## config.mk

```make
export PLATFORM = sky130hd
export DESIGN_NAME = tpsp_two_port_sram
export DESIGN_NICKNAME = d
export VERILOG_FILES = /design/src/tpsp_two_port_sram.v
export VERILOG_INCLUDE_DIRS = /design/src
export SDC_FILE = /design/constraint.sdc
export NUM_CORES = 2
export LEC_CHECK = 0
export BUFFER_PORTS_ARGS = -buffer_cell sky130_fd_sc_hd__buf_2
export CAP_MARGIN = 15
export CORE_ASPECT_RATIO = 1.4
export CORE_MARGIN = 2
export CORE_UTILIZATION = 50
export DETAILED_ROUTE_END_ITERATION = 12
export HOLD_SLACK_MARGIN = 0.15
export PLACE_DENSITY = 0.66
export SLEW_MARGIN = 20
export SYNTH_ARGS = -nofsm -noshare
export SYNTH_HDL_FRONTEND = slang
export SYNTH_SLANG_ARGS = --single-unit
export TNS_END_PERCENT = 5
```

## constraint.sdc

```tcl
create_clock -name clk_sys_in -period 3.35 [get_ports clk_sys_in]
set_clock_uncertainty 0.05 [all_clocks]
set_input_delay 0.1675 -clock clk_sys_in [delete_from_list [all_inputs] [get_ports clk_sys_in]]
set_output_delay 0.1675 -clock clk_sys_in [all_outputs]
set_load 0.01 [all_outputs]
```

## src/tpsp_defs.vh

```
`ifndef TPSP_DEFS_VH
`define TPSP_DEFS_VH
// ==========================================
// register byte offsets
`define TPSP_OFS_CTRL 4'h0
`define TPSP_OFS_STATUS 4'h4
// ==========================================
// control field positions
`define TPSP_CTRL_GEN_BIT 0
`define TPSP_CTRL_ODD_BIT 1
`define TPSP_CTRL_MODE_LO 2
`define TPSP_CTRL_MODE_HI 3
// ==========================================
// status field positions
`define TPSP_STAT_RD_LIVE_BIT 0
`define TPSP_STAT_WR_LIVE_BIT 1
`define TPSP_STAT_RD_STICKY_BIT 8
`define TPSP_STAT_WR_STICKY_BIT 9
// ==========================================
// read modes
`define TPSP_MODE_TRANSPARENT 2'h0
`define TPSP_MODE_PIPELINED 2'h1
`define TPSP_MODE_ASYNC 2'h2
// ==========================================
// reset values
`define TPSP_CTRL_RESET 4'h0
`define TPSP_WORD_RESET 9'h000
`define TPSP_BUS_RESET 32'h0000_0000
// ==========================================
// sizes
`define TPSP_ADDR_W 8
`define TPSP_WORD_W 9
`define TPSP_DEPTH 256
`define TPSP_PIN_W 31
`endif

```

## src/tpsp_two_port_sram.v

```verilog
// The register addresses and the Wishbone slave port were chosen for this implementation.
`timescale 1ns/1ps
// How it works
// - write side follows its own write clock, read side its own read clock
// - nine data bits in; with generation on, bit 8 is computed here
// - sense bit picks odd when high, even when low; two fault outputs
// - nine data bits out carry the word at the read address
// - transparent mode: outputs change in the same read clock cycle
// - pipelined mode: outputs update after the second read clock rise
// - async mode: strobe low, output follows read address with no clock edge
`include "tpsp_defs.vh"

module tpsp_two_port_sram (
  input wire clk_sys_in,
  input wire rst_n_in,
  input wire write_side_clock_in,
  input wire read_side_clock_in,
  input wire [7:0] read_addr_in,
  input wire [7:0] write_addr_in,
  input wire read_select_n_in,
  input wire read_strobe_n_in,
  input wire write_select_n_in,
  input wire write_strobe_n_in,
  input wire [8:0] write_word_in,
  output reg [8:0] read_word_out,
  output reg read_parity_fault_out,
  output reg write_parity_fault_out,
  input wire [3:0] wb_adr_in,
  input wire [31:0] wb_dat_in,
  input wire [3:0] wb_sel_in,
  input wire wb_we_in,
  input wire wb_cyc_in,
  input wire wb_stb_in,
  output reg [31:0] wb_dat_out,
  output reg wb_ack_out
);

  // ==========================================
  // helpers
  // parity bit that makes the nine bits meet the sense
  function gen_par;
    input [7:0] data;
    input odd;
    begin
      gen_par = (^data) ^ odd;
    end
  endfunction

  // high when the nine bits miss the sense
  function par_fault;
    input [8:0] word;
    input odd;
    begin
      par_fault = (^word) ^ odd;
    end
  endfunction

  // ==========================================
  // reset release
  reg rst_meta_n;
  reg rst_sync_n;

  // two stage release of the external reset
  always @(posedge clk_sys_in or negedge rst_n_in) begin
    if (!rst_n_in) begin
      rst_meta_n <= 1'b0;
      rst_sync_n <= 1'b0;
    end else begin
      rst_meta_n <= 1'b1;
      rst_sync_n <= rst_meta_n;
    end
  end

  // ==========================================
  // pin synchronisers
  wire [`TPSP_PIN_W-1:0] pin_raw;
  reg [`TPSP_PIN_W-1:0] pin_meta;
  reg [`TPSP_PIN_W-1:0] pin_sync;
  reg wclk_last;
  reg rclk_last;

  assign pin_raw = {write_side_clock_in, read_side_clock_in, read_addr_in, write_addr_in,
                    read_select_n_in, read_strobe_n_in, write_select_n_in,
                    write_strobe_n_in, write_word_in};

  // two flops on every pin, then clock history
  always @(posedge clk_sys_in or negedge rst_sync_n) begin
    if (!rst_sync_n) begin
      pin_meta <= {`TPSP_PIN_W{1'b1}};
      pin_sync <= {`TPSP_PIN_W{1'b1}};
      wclk_last <= 1'b1;
      rclk_last <= 1'b1;
    end else begin
      pin_meta <= pin_raw;
      pin_sync <= pin_meta;
      wclk_last <= pin_sync[30];
      rclk_last <= pin_sync[29];
    end
  end

  wire wclk_s = pin_sync[30];
  wire rclk_s = pin_sync[29];
  // pin map after the synchroniser, msb first:
  // 30 write clock, 29 read clock, 28:21 read address,
  // 20:13 write address, 12 read select, 11 read strobe,
  // 10 write select, 9 write strobe, 8:0 write word
  wire [7:0] read_addr_s = pin_sync[28:21];
  wire [7:0] write_addr_s = pin_sync[20:13];
  wire rsel_n_s = pin_sync[12];
  wire rstb_n_s = pin_sync[11];
  wire wsel_n_s = pin_sync[10];
  wire wstb_n_s = pin_sync[9];
  wire [8:0] wword_s = pin_sync[8:0];

  // rising edges of each side clock
  wire wclk_rise = wclk_s & ~wclk_last;
  wire rclk_rise = rclk_s & ~rclk_last;

  // ==========================================
  // control register
  reg [3:0] ctrl;
  reg rd_sticky;
  reg wr_sticky;
  wire gen_en = ctrl[`TPSP_CTRL_GEN_BIT];
  wire sense_odd = ctrl[`TPSP_CTRL_ODD_BIT];
  wire [1:0] mode = ctrl[`TPSP_CTRL_MODE_HI:`TPSP_CTRL_MODE_LO];
  // mode code 3 is unused and falls back to transparent reads
  // a control change applies from the next detected pin clock rise, in async mode from the next cycle with strobe low
  // memory words are not cleared by reset

  // ==========================================
  // write side
  reg [8:0] mem [0:`TPSP_DEPTH-1];
  wire write_go = wclk_rise & ~wsel_n_s & ~wstb_n_s;
  wire [8:0] stored_word;

  // generated bit replaces input bit 8
  assign stored_word = gen_en ? {gen_par(wword_s[7:0], sense_odd), wword_s[7:0]} :
                       wword_s;

  // storage array, no reset
  always @(posedge clk_sys_in) begin
    if (write_go) begin
      mem[write_addr_s] <= stored_word;
    end
  end

  // write fault checks the nine bits written
  reg next_write_fault;

  // fault value for the word about to be stored, held between writes
  always @* begin
    next_write_fault = write_parity_fault_out;
    if (write_go) begin
      next_write_fault = par_fault(stored_word, sense_odd);
    end
  end

  // write fault register
  always @(posedge clk_sys_in or negedge rst_sync_n) begin
    if (!rst_sync_n) begin
      write_parity_fault_out <= 1'b0;
    end else begin
      write_parity_fault_out <= next_write_fault;
    end
  end

  // ==========================================
  // read side
  // same-address collisions are left to the user
  wire read_go = rclk_rise & ~rsel_n_s & ~rstb_n_s;
  wire [8:0] mem_word = mem[read_addr_s];
  wire mem_fault = par_fault(mem_word, sense_odd);
  reg [8:0] pipe_word;
  reg pipe_fault;

  // ==========================================
  // read side next values
  reg [8:0] next_read_word;
  reg next_read_fault;
  reg [8:0] next_pipe_word;
  reg next_pipe_fault;

  // pick what outputs and pipeline stage take next, per read mode
  always @* begin
    next_read_word = read_word_out;
    next_read_fault = read_parity_fault_out;
    next_pipe_word = pipe_word;
    next_pipe_fault = pipe_fault;
    case (mode)
      `TPSP_MODE_PIPELINED: begin
        // stage moves out on any read clock rise, loads only on an access
        if (rclk_rise) begin
          next_read_word = pipe_word;
          next_read_fault = pipe_fault;
        end
        if (read_go) begin
          next_pipe_word = mem_word;
          next_pipe_fault = mem_fault;
        end
      end
      `TPSP_MODE_ASYNC: begin
        // strobe alone opens the path, output tracks the address
        if (!rstb_n_s) begin
          next_read_word = mem_word;
          next_read_fault = mem_fault;
        end
      end
      `TPSP_MODE_TRANSPARENT: begin
        // word shows one cycle after the detected read clock rise
        if (read_go) begin
          next_read_word = mem_word;
          next_read_fault = mem_fault;
        end
      end
      default: begin
        // unused mode code behaves as transparent
        if (read_go) begin
          next_read_word = mem_word;
          next_read_fault = mem_fault;
        end
      end
    endcase
  end

  // output and pipeline registers
  always @(posedge clk_sys_in or negedge rst_sync_n) begin
    if (!rst_sync_n) begin
      pipe_word <= `TPSP_WORD_RESET;
      pipe_fault <= 1'b0;
      read_word_out <= `TPSP_WORD_RESET;
      read_parity_fault_out <= 1'b0;
    end else begin
      pipe_word <= next_pipe_word;
      pipe_fault <= next_pipe_fault;
      read_word_out <= next_read_word;
      read_parity_fault_out <= next_read_fault;
    end
  end

  // ==========================================
  // wishbone slave
  wire bus_req = wb_cyc_in & wb_stb_in & ~wb_ack_out;
  wire bus_wr = bus_req & wb_we_in;
  wire hit_ctrl = (wb_adr_in == `TPSP_OFS_CTRL);
  wire hit_stat = (wb_adr_in == `TPSP_OFS_STATUS);
  wire clr_rd = bus_wr & hit_stat & wb_sel_in[1] & wb_dat_in[`TPSP_STAT_RD_STICKY_BIT];
  wire clr_wr = bus_wr & hit_stat & wb_sel_in[1] & wb_dat_in[`TPSP_STAT_WR_STICKY_BIT];
  reg [31:0] next_rdata;

  // read mux, unmapped reads zero
  // status shows live faults low and sticky faults in the second byte
  always @* begin
    next_rdata = `TPSP_BUS_RESET;
    if (hit_ctrl) begin
      next_rdata[3:0] = ctrl;
    end else if (hit_stat) begin
      next_rdata[`TPSP_STAT_RD_LIVE_BIT] = read_parity_fault_out;
      next_rdata[`TPSP_STAT_WR_LIVE_BIT] = write_parity_fault_out;
      next_rdata[`TPSP_STAT_RD_STICKY_BIT] = rd_sticky;
      next_rdata[`TPSP_STAT_WR_STICKY_BIT] = wr_sticky;
    end
  end

  // ack one cycle after the request, read data taken with it
  always @(posedge clk_sys_in or negedge rst_sync_n) begin
    if (!rst_sync_n) begin
      wb_ack_out <= 1'b0;
      wb_dat_out <= `TPSP_BUS_RESET;
    end else begin
      wb_ack_out <= bus_req;
      if (bus_req && !wb_we_in) begin
        wb_dat_out <= next_rdata;
      end
    end
  end

  // control register, low byte lane only
  always @(posedge clk_sys_in or negedge rst_sync_n) begin
    if (!rst_sync_n) begin
      ctrl <= `TPSP_CTRL_RESET;
    end else if (bus_wr && hit_ctrl && wb_sel_in[0]) begin
      ctrl <= wb_dat_in[3:0];
    end
  end

  // sticky faults, a new fault beats a clear in the same cycle
  always @(posedge clk_sys_in or negedge rst_sync_n) begin
    if (!rst_sync_n) begin
      rd_sticky <= 1'b0;
      wr_sticky <= 1'b0;
    end else begin
      rd_sticky <= read_parity_fault_out | (rd_sticky & ~clr_rd);
      wr_sticky <= write_parity_fault_out | (wr_sticky & ~clr_wr);
    end
  end

endmodule
```

# After elaboration in Yosys (flattened, before gate mapping)
# Memories as Yosys holds them, arrays and structs flattened.
# Index checks and enable logic that the tools add are counted.
[op_classes]
mux = 16
n_bitwise = 29
eq_ne = 5
reduce_logical = 11
[ops]
columns = ["op", "count"]
rows = [
  ["$mux 9", 4],
  ["$pmux 9 s2", 1],
  ["$reduce_xor 9->1", 2],
  ["$and 1x1->1", 15],
  ["$mux 2", 5],
  ["$not 1->1", 9],
  ["$reduce_xor 8->1", 1],
  ["$mux 1", 5],
  ["$eq 4x3->1 const B", 1],
  ["$logic_not 4->1", 1],
  ["$ne 2x2->1 const B", 2],
  ["$logic_and 1x1->1", 3],
  ["$reduce_and 3->1", 1],
  ["$reduce_bool 3->1", 1],
  ["$xor 1x1->1", 3],
  ["$eq 2x1->1 const B", 1],
  ["$eq 2x2->1 const B", 1],
  ["$or 1x1->1", 2],
  ["$pmux 1 s2", 1],
  ["$reduce_and 2->1", 1],
  ["$logic_not 1->1", 1],
]
[word_totals]
ram_bits = 2304
register_bits = 100
elab_cells = 78
memories = 1
inputBits = 76
[memory_table]
columns = ["name", "words", "width", "read_ports", "rd_ports_with_merged_regs", "wr", "line_no", "text"]
rows = [
  ["mem", 256, 9, 1, 0, 1, "tpsp_two_port_sram.v:133", "reg [8:0] mem [0:`TPSP_DEPTH-1];"],
]

# Longest topological paths before layout
[logic_depth]
ltp_word = 9
depth_mapped = 18

# Worst setup path before layout
# OpenSTA, ideal clock, no wires.
[synth_path]
path_type = "register -> register"
start = "reg pin_sync[6]"
end = "mem mem[0][8], data pin"
setup_slack_ns = -2.065
required_ns = 2.743
arrival_ns = 4.808
setup_ns = 0.557
synth_period_minus_slack_ns = 5.415
n_path_buf = 0
stages_incl_launch_ff = 6
path_cell_list = "dfstp_2 xnor2_1 xnor2_1 xnor2_1 xnor2_1 mux2_2"
[synth_between]
elab_chain_len = 3
[synth_rtl]
columns = ["element", "line_no", "text"]
rows = [
  ["from (decl)", "tpsp_two_port_sram.v:78", "reg [`TPSP_PIN_W-1:0] pin_sync;"],
  ["from (signal assigned)", "tpsp_two_port_sram.v:90", "pin_sync <= {`TPSP_PIN_W{1'b1}};"],
  ["from (signal assigned)", "tpsp_two_port_sram.v:95", "pin_sync <= pin_meta;"],
  ["$reduce_xor 8->1", "tpsp_two_port_sram.v:45", "gen_par = (^data) ^ odd;"],
  ["$xor 1x1->1", "tpsp_two_port_sram.v:45", ""],
  ["$mux 9", "tpsp_two_port_sram.v:138", "assign stored_word = gen_en ? {gen_par(wword_s[7:0], sense_odd), wword_s[7:0]} :"],
  ["net stored_word[8]", "tpsp_two_port_sram.v:135", "wire [8:0] stored_word;"],
  ["to (decl)", "tpsp_two_port_sram.v:133", ""],
]
# The timed path passes the listed nets, and every way through them passes these cells.

# Final worst setup path
[layout_path]
start = "reg pin_sync[21]"
end = "reg pipe_fault"
[layout_between]
elab_chain_len = 3
[layout_rtl]
columns = ["element", "line_no", "text"]
rows = [
  ["$mem_v2 256x9", "-", ""],
  ["$reduce_xor 9->1", "tpsp_two_port_sram.v:54", "par_fault = (^word) ^ odd;"],
  ["$xor 1x1->1", "tpsp_two_port_sram.v:54", ""],
  ["to (signal assigned)", "tpsp_two_port_sram.v:235", "pipe_fault <= next_pipe_fault;"],
  ["to (decl)", "tpsp_two_port_sram.v:175", "reg pipe_fault;"],
]
# Every way passes these cells.
# A chain may end at the register's enable or synchronous reset.

==> metrics <==
outcome finished with violations; failing checks negative setup slack; Pleak roughly 0.037 uW; Avg Inst Size Synth 21.7 um^2; I/O pin count 120; H-tree Lvls 4; worst reg2reg path depth 15; Synthesis Warnings 0; Flop pwr share 53.9%; Root Driver clkbuf_16; cell area after synthesis 93100 um^2; routed via count 49100; cell mode on critical path buf_12; slew of the pin with the lowest slew margin approximately 1.3 ns; Min-Delay Endpoint wb_dat_out[2]; final hold vios 0; VDD IR max 0.604 mV; Crit-path slowest cell dfstp_4; post-DP HPWL 166000 um; area grow syn2layout 20.2%; CP Cell Sequence buf_12 -> buf_8 -> buf_12 -> buf_12 -> mux4_2 -> mux4_2 -> mux2i_1 -> o21ai_1 -> nor4_4 -> buf_4 -> a211oi_4 -> xor2_1 -> xnor3_1 -> xnor3_2 -> mux2_4; row cnt 187; die area 190000 um^2; cts bufs inserted 211; Placer Congestion 0.912; Register Area 71800 um^2; multi-input logic area 20000 um^2; # Max-Cap Violations 0; CP Launch Type flip-flop; ANT nets after route 0; GRT Total Usage roughly 27%; Sw Share 21.7%; net switching power 13400 uW; P per Cell Area 552 nW/um^2; Routed Wire Length 255000 um; WHS Path Cells 4; grt ovf 0; global-route wire length before repair 363000 um; core area 185000 um^2; Slowest Stage Delay on Critical Path 0.63 ns; headroom to the max-slew limit 13.8%; endpoints failing setup 20; R2R Path End pipe_fault; DR iter-0 viols 6132; Synth cell types 75; starting density of the core 50.2%; reg2reg start pin_sync[21]; worst-case clock buffer depth 3; Final Max Tran Viols 0; Cell Area, Placed 103000 um^2; Final min period between 4 and 5 ns; CP max FO 6; Main synth FF type edfxtp_1; fin worst setup slack -1.08 ns; register area share after synthesis 77.1%; vias in the first global route 49700; Hold Slack ~0.26 ns; EDFF count, synth 2304; min-delay src wb_adr_in[2]; DR pass1 iterations 5; count of state elements after synthesis 2404; Internal Power 48400 uW; Critical Path RT 4.05 ns; RSZ-0062 raised after global routing true; initial antenna violation count 4; Async S/R FF share, synth 4.16%; Worst Hold Class primary input to flip-flop; post-place setup slack -1.71 ns; combinational share of power roughly 7.0%; Worst-path clk slew about 0.06 ns; CP Data Arrival Time 5.13 ns; clk sinks 2404; Core Util, Final 60.4%; Max Fclk 0.226 GHz; Via density 6.13; R2R Setup Slk -1.08 ns; Residual DRC 0; die width around 370 um; CTS tree done; DR WL/cell 31.8 um; Worst Setup End Kind flip-flop; Post-Synthesis Cells 4289; Clock power frac 39.2%; share of cells above drive strength 1 37.8%; CP Class flip-flop to flip-flop; design area 112000 um^2; die height just over 500 um; largest net degree at the start of global routing 198; fin crit share 132%; IO buf count 65; Skew-Pair Late Insertion Delay 0.87 ns; fillers 12900; final setup TNS -8.58 ns; Final #Nets 5447
## power groups by stage
stage | Clock, uW | Sequential (uW) | Combinational (uW)
2_1_floorplan | 0 | 34100 | 1880
3_3_place_gp | 0 | 33900 | 3910
3_5_place_dp | 0 | 33900 | 3960
4_1_cts | 24500 | 33300 | 4260
5_1_grt | 25500 | 33300 | 4500
6_report | 24200 | 33300 | 4310
## kinds of logic (layout without fill, tap and decap cells)
kind of cell               count (synthesis)  in the layout  synth area share, %
AOI/OAI and AO/OA                        273            273                 2.08
xor gates and xnor gates                  16             16                0.188
adders and majority gates                  2              2               0.0269
buffers and inverters                    287           1525                 1.95
DFF                                     2404           2404                 77.1
muxes                                    727            727                 16.0
other                                      2             28              0.00807
and+or+nand+nor                          578            578                 2.67
## worst max-delay path by stage
stage,endpoint,startpoint
2_1_floorplan,pipe_fault,pin_sync[21]
3_3_place_gp,pipe_fault,pin_sync[21]
3_5_place_dp,pipe_fault,pin_sync[21]
4_1_cts,pipe_fault,pin_sync[21]
5_1_grt,read_parity_fault_out,pin_sync[21]
6_report,pipe_fault,pin_sync[21]
## Yosys cell counts, types with 24 or more instances
| cell type | number | area [um^2] |
|---|---|---|
| buf_4 | 50 | 375 |
| buf_6 | 46 | 518 |
| mux4_2 | 606 | 13600 |
| dfstp_2 | 64 | 1680 |
| dfrtp_1 | 36 | 901 |
| clkbuf_1 | 88 | 330 |
| mux2i_1 | 93 | 931 |
| a21oi_1 | 52 | 260 |
| o21ai_0 | 24 | 120 |
| nand2_1 | 134 | 503 |
| a22oi_1 | 24 | 180 |
| nand3_1 | 48 | 240 |
| o22ai_1 | 39 | 244 |
| nor2_1 | 297 | 1110 |
| mux2_2 | 27 | 304 |
| buf_2 | 73 | 365 |
| edfxtp_1 | 2304 | 69200 |
## worst max-delay path, delay by kind of cell, from the launching register on
family / cells / cell delay, ns
compound gates: 2 / 0.16
mux: 4 / 1.53
xor+xnor: 3 / 0.78
flops: 1 / 0.63
buf+inv: 5 / 0.71
simple gates: 1 / 0.44
## routing by layer
| layer | GRT usage (%) | share of wire, % | vias to the layer above |
|---|---|---|---|
| met2 | 45.3 | 50 | 2677 |
| met5 | 0 | 0 | - |
| li1 | - | - | 20000 |
| met3 | 4.18 | 8.4 | 587 |
| met4 | 14.1 | 5.7 | 0 |
| met1 | 34.4 | 36 | 25800 |
## stage by stage
step           power (uW)  std cells
6_report            61800       8010
5_1_grt             63300       8010
4_1_cts             62000       8009
3_5_place_dp        37900       7465
3_3_place_gp        37800       7465
2_1_floorplan       36000       4314
## cell usage in the layout, fill, tap and decap left out, drive strengths merged, types with 6 or more instances in the layout
cell / instances
buf: 1020
and3: 10
clkinvlp: 6
o211ai: 7
a211oi: 9
bufinv: 19
nor2b: 20
mux2: 28
a22oi: 24
a31oi: 11
dfstp: 64
o2111ai: 8
dlygate4sd3: 98
nand2b: 7
o221ai: 12
edfxtp: 2304
a32oi: 6
nand2: 134
inv: 16
a2111oi: 6
nor3: 15
dfrtp: 36
xnor2: 11
nand4: 10
nor4: 10
mux4: 606
conb: 27
o22ai: 39
and2: 8
mux2i: 93
a21oi: 52
clkinv: 98
nor2: 297
a221oi: 23
o21ai: 28
a22o: 21
nand3: 48
clkbuf: 268
## what timing repair did
action,in CTS,in global routing
endpoints found under the setup margin,20,20
buffers inserted,44,0
endpoints found under the hold margin,46,0
pin swaps,22,8
hold buffers,98,0
gates resized for setup,97,35
cloned,6,0
## cell type report
type	count	share of cell area [%]
diodes	1	0.00224
flip-flops and latches	2404	64.2
clock buffers	268	5.00
multi-input cells	1623	17.9
inverters	11	0.0391
well taps	2457	2.75
clock inverters	128	1.12
repair buffers	1118	9.01
## state kept, by name, summed over array words and instances, names as in the netlist
signal                  count
mem                      2304
pin_meta                   31
pin_sync                   31
pipe_word                   9
read_word_out               9
wb_dat_out                  6
ctrl                        4
pipe_fault                  1
rclk_last                   1
rd_sticky                   1
read_parity_fault_out       1
rst_meta_n                  1
rst_sync_n                  1
wb_ack_out                  1
wclk_last                   1
wr_sticky                   1
write_parity_fault_out      1
No activity file was read; power rests on OpenSTA's default activity.
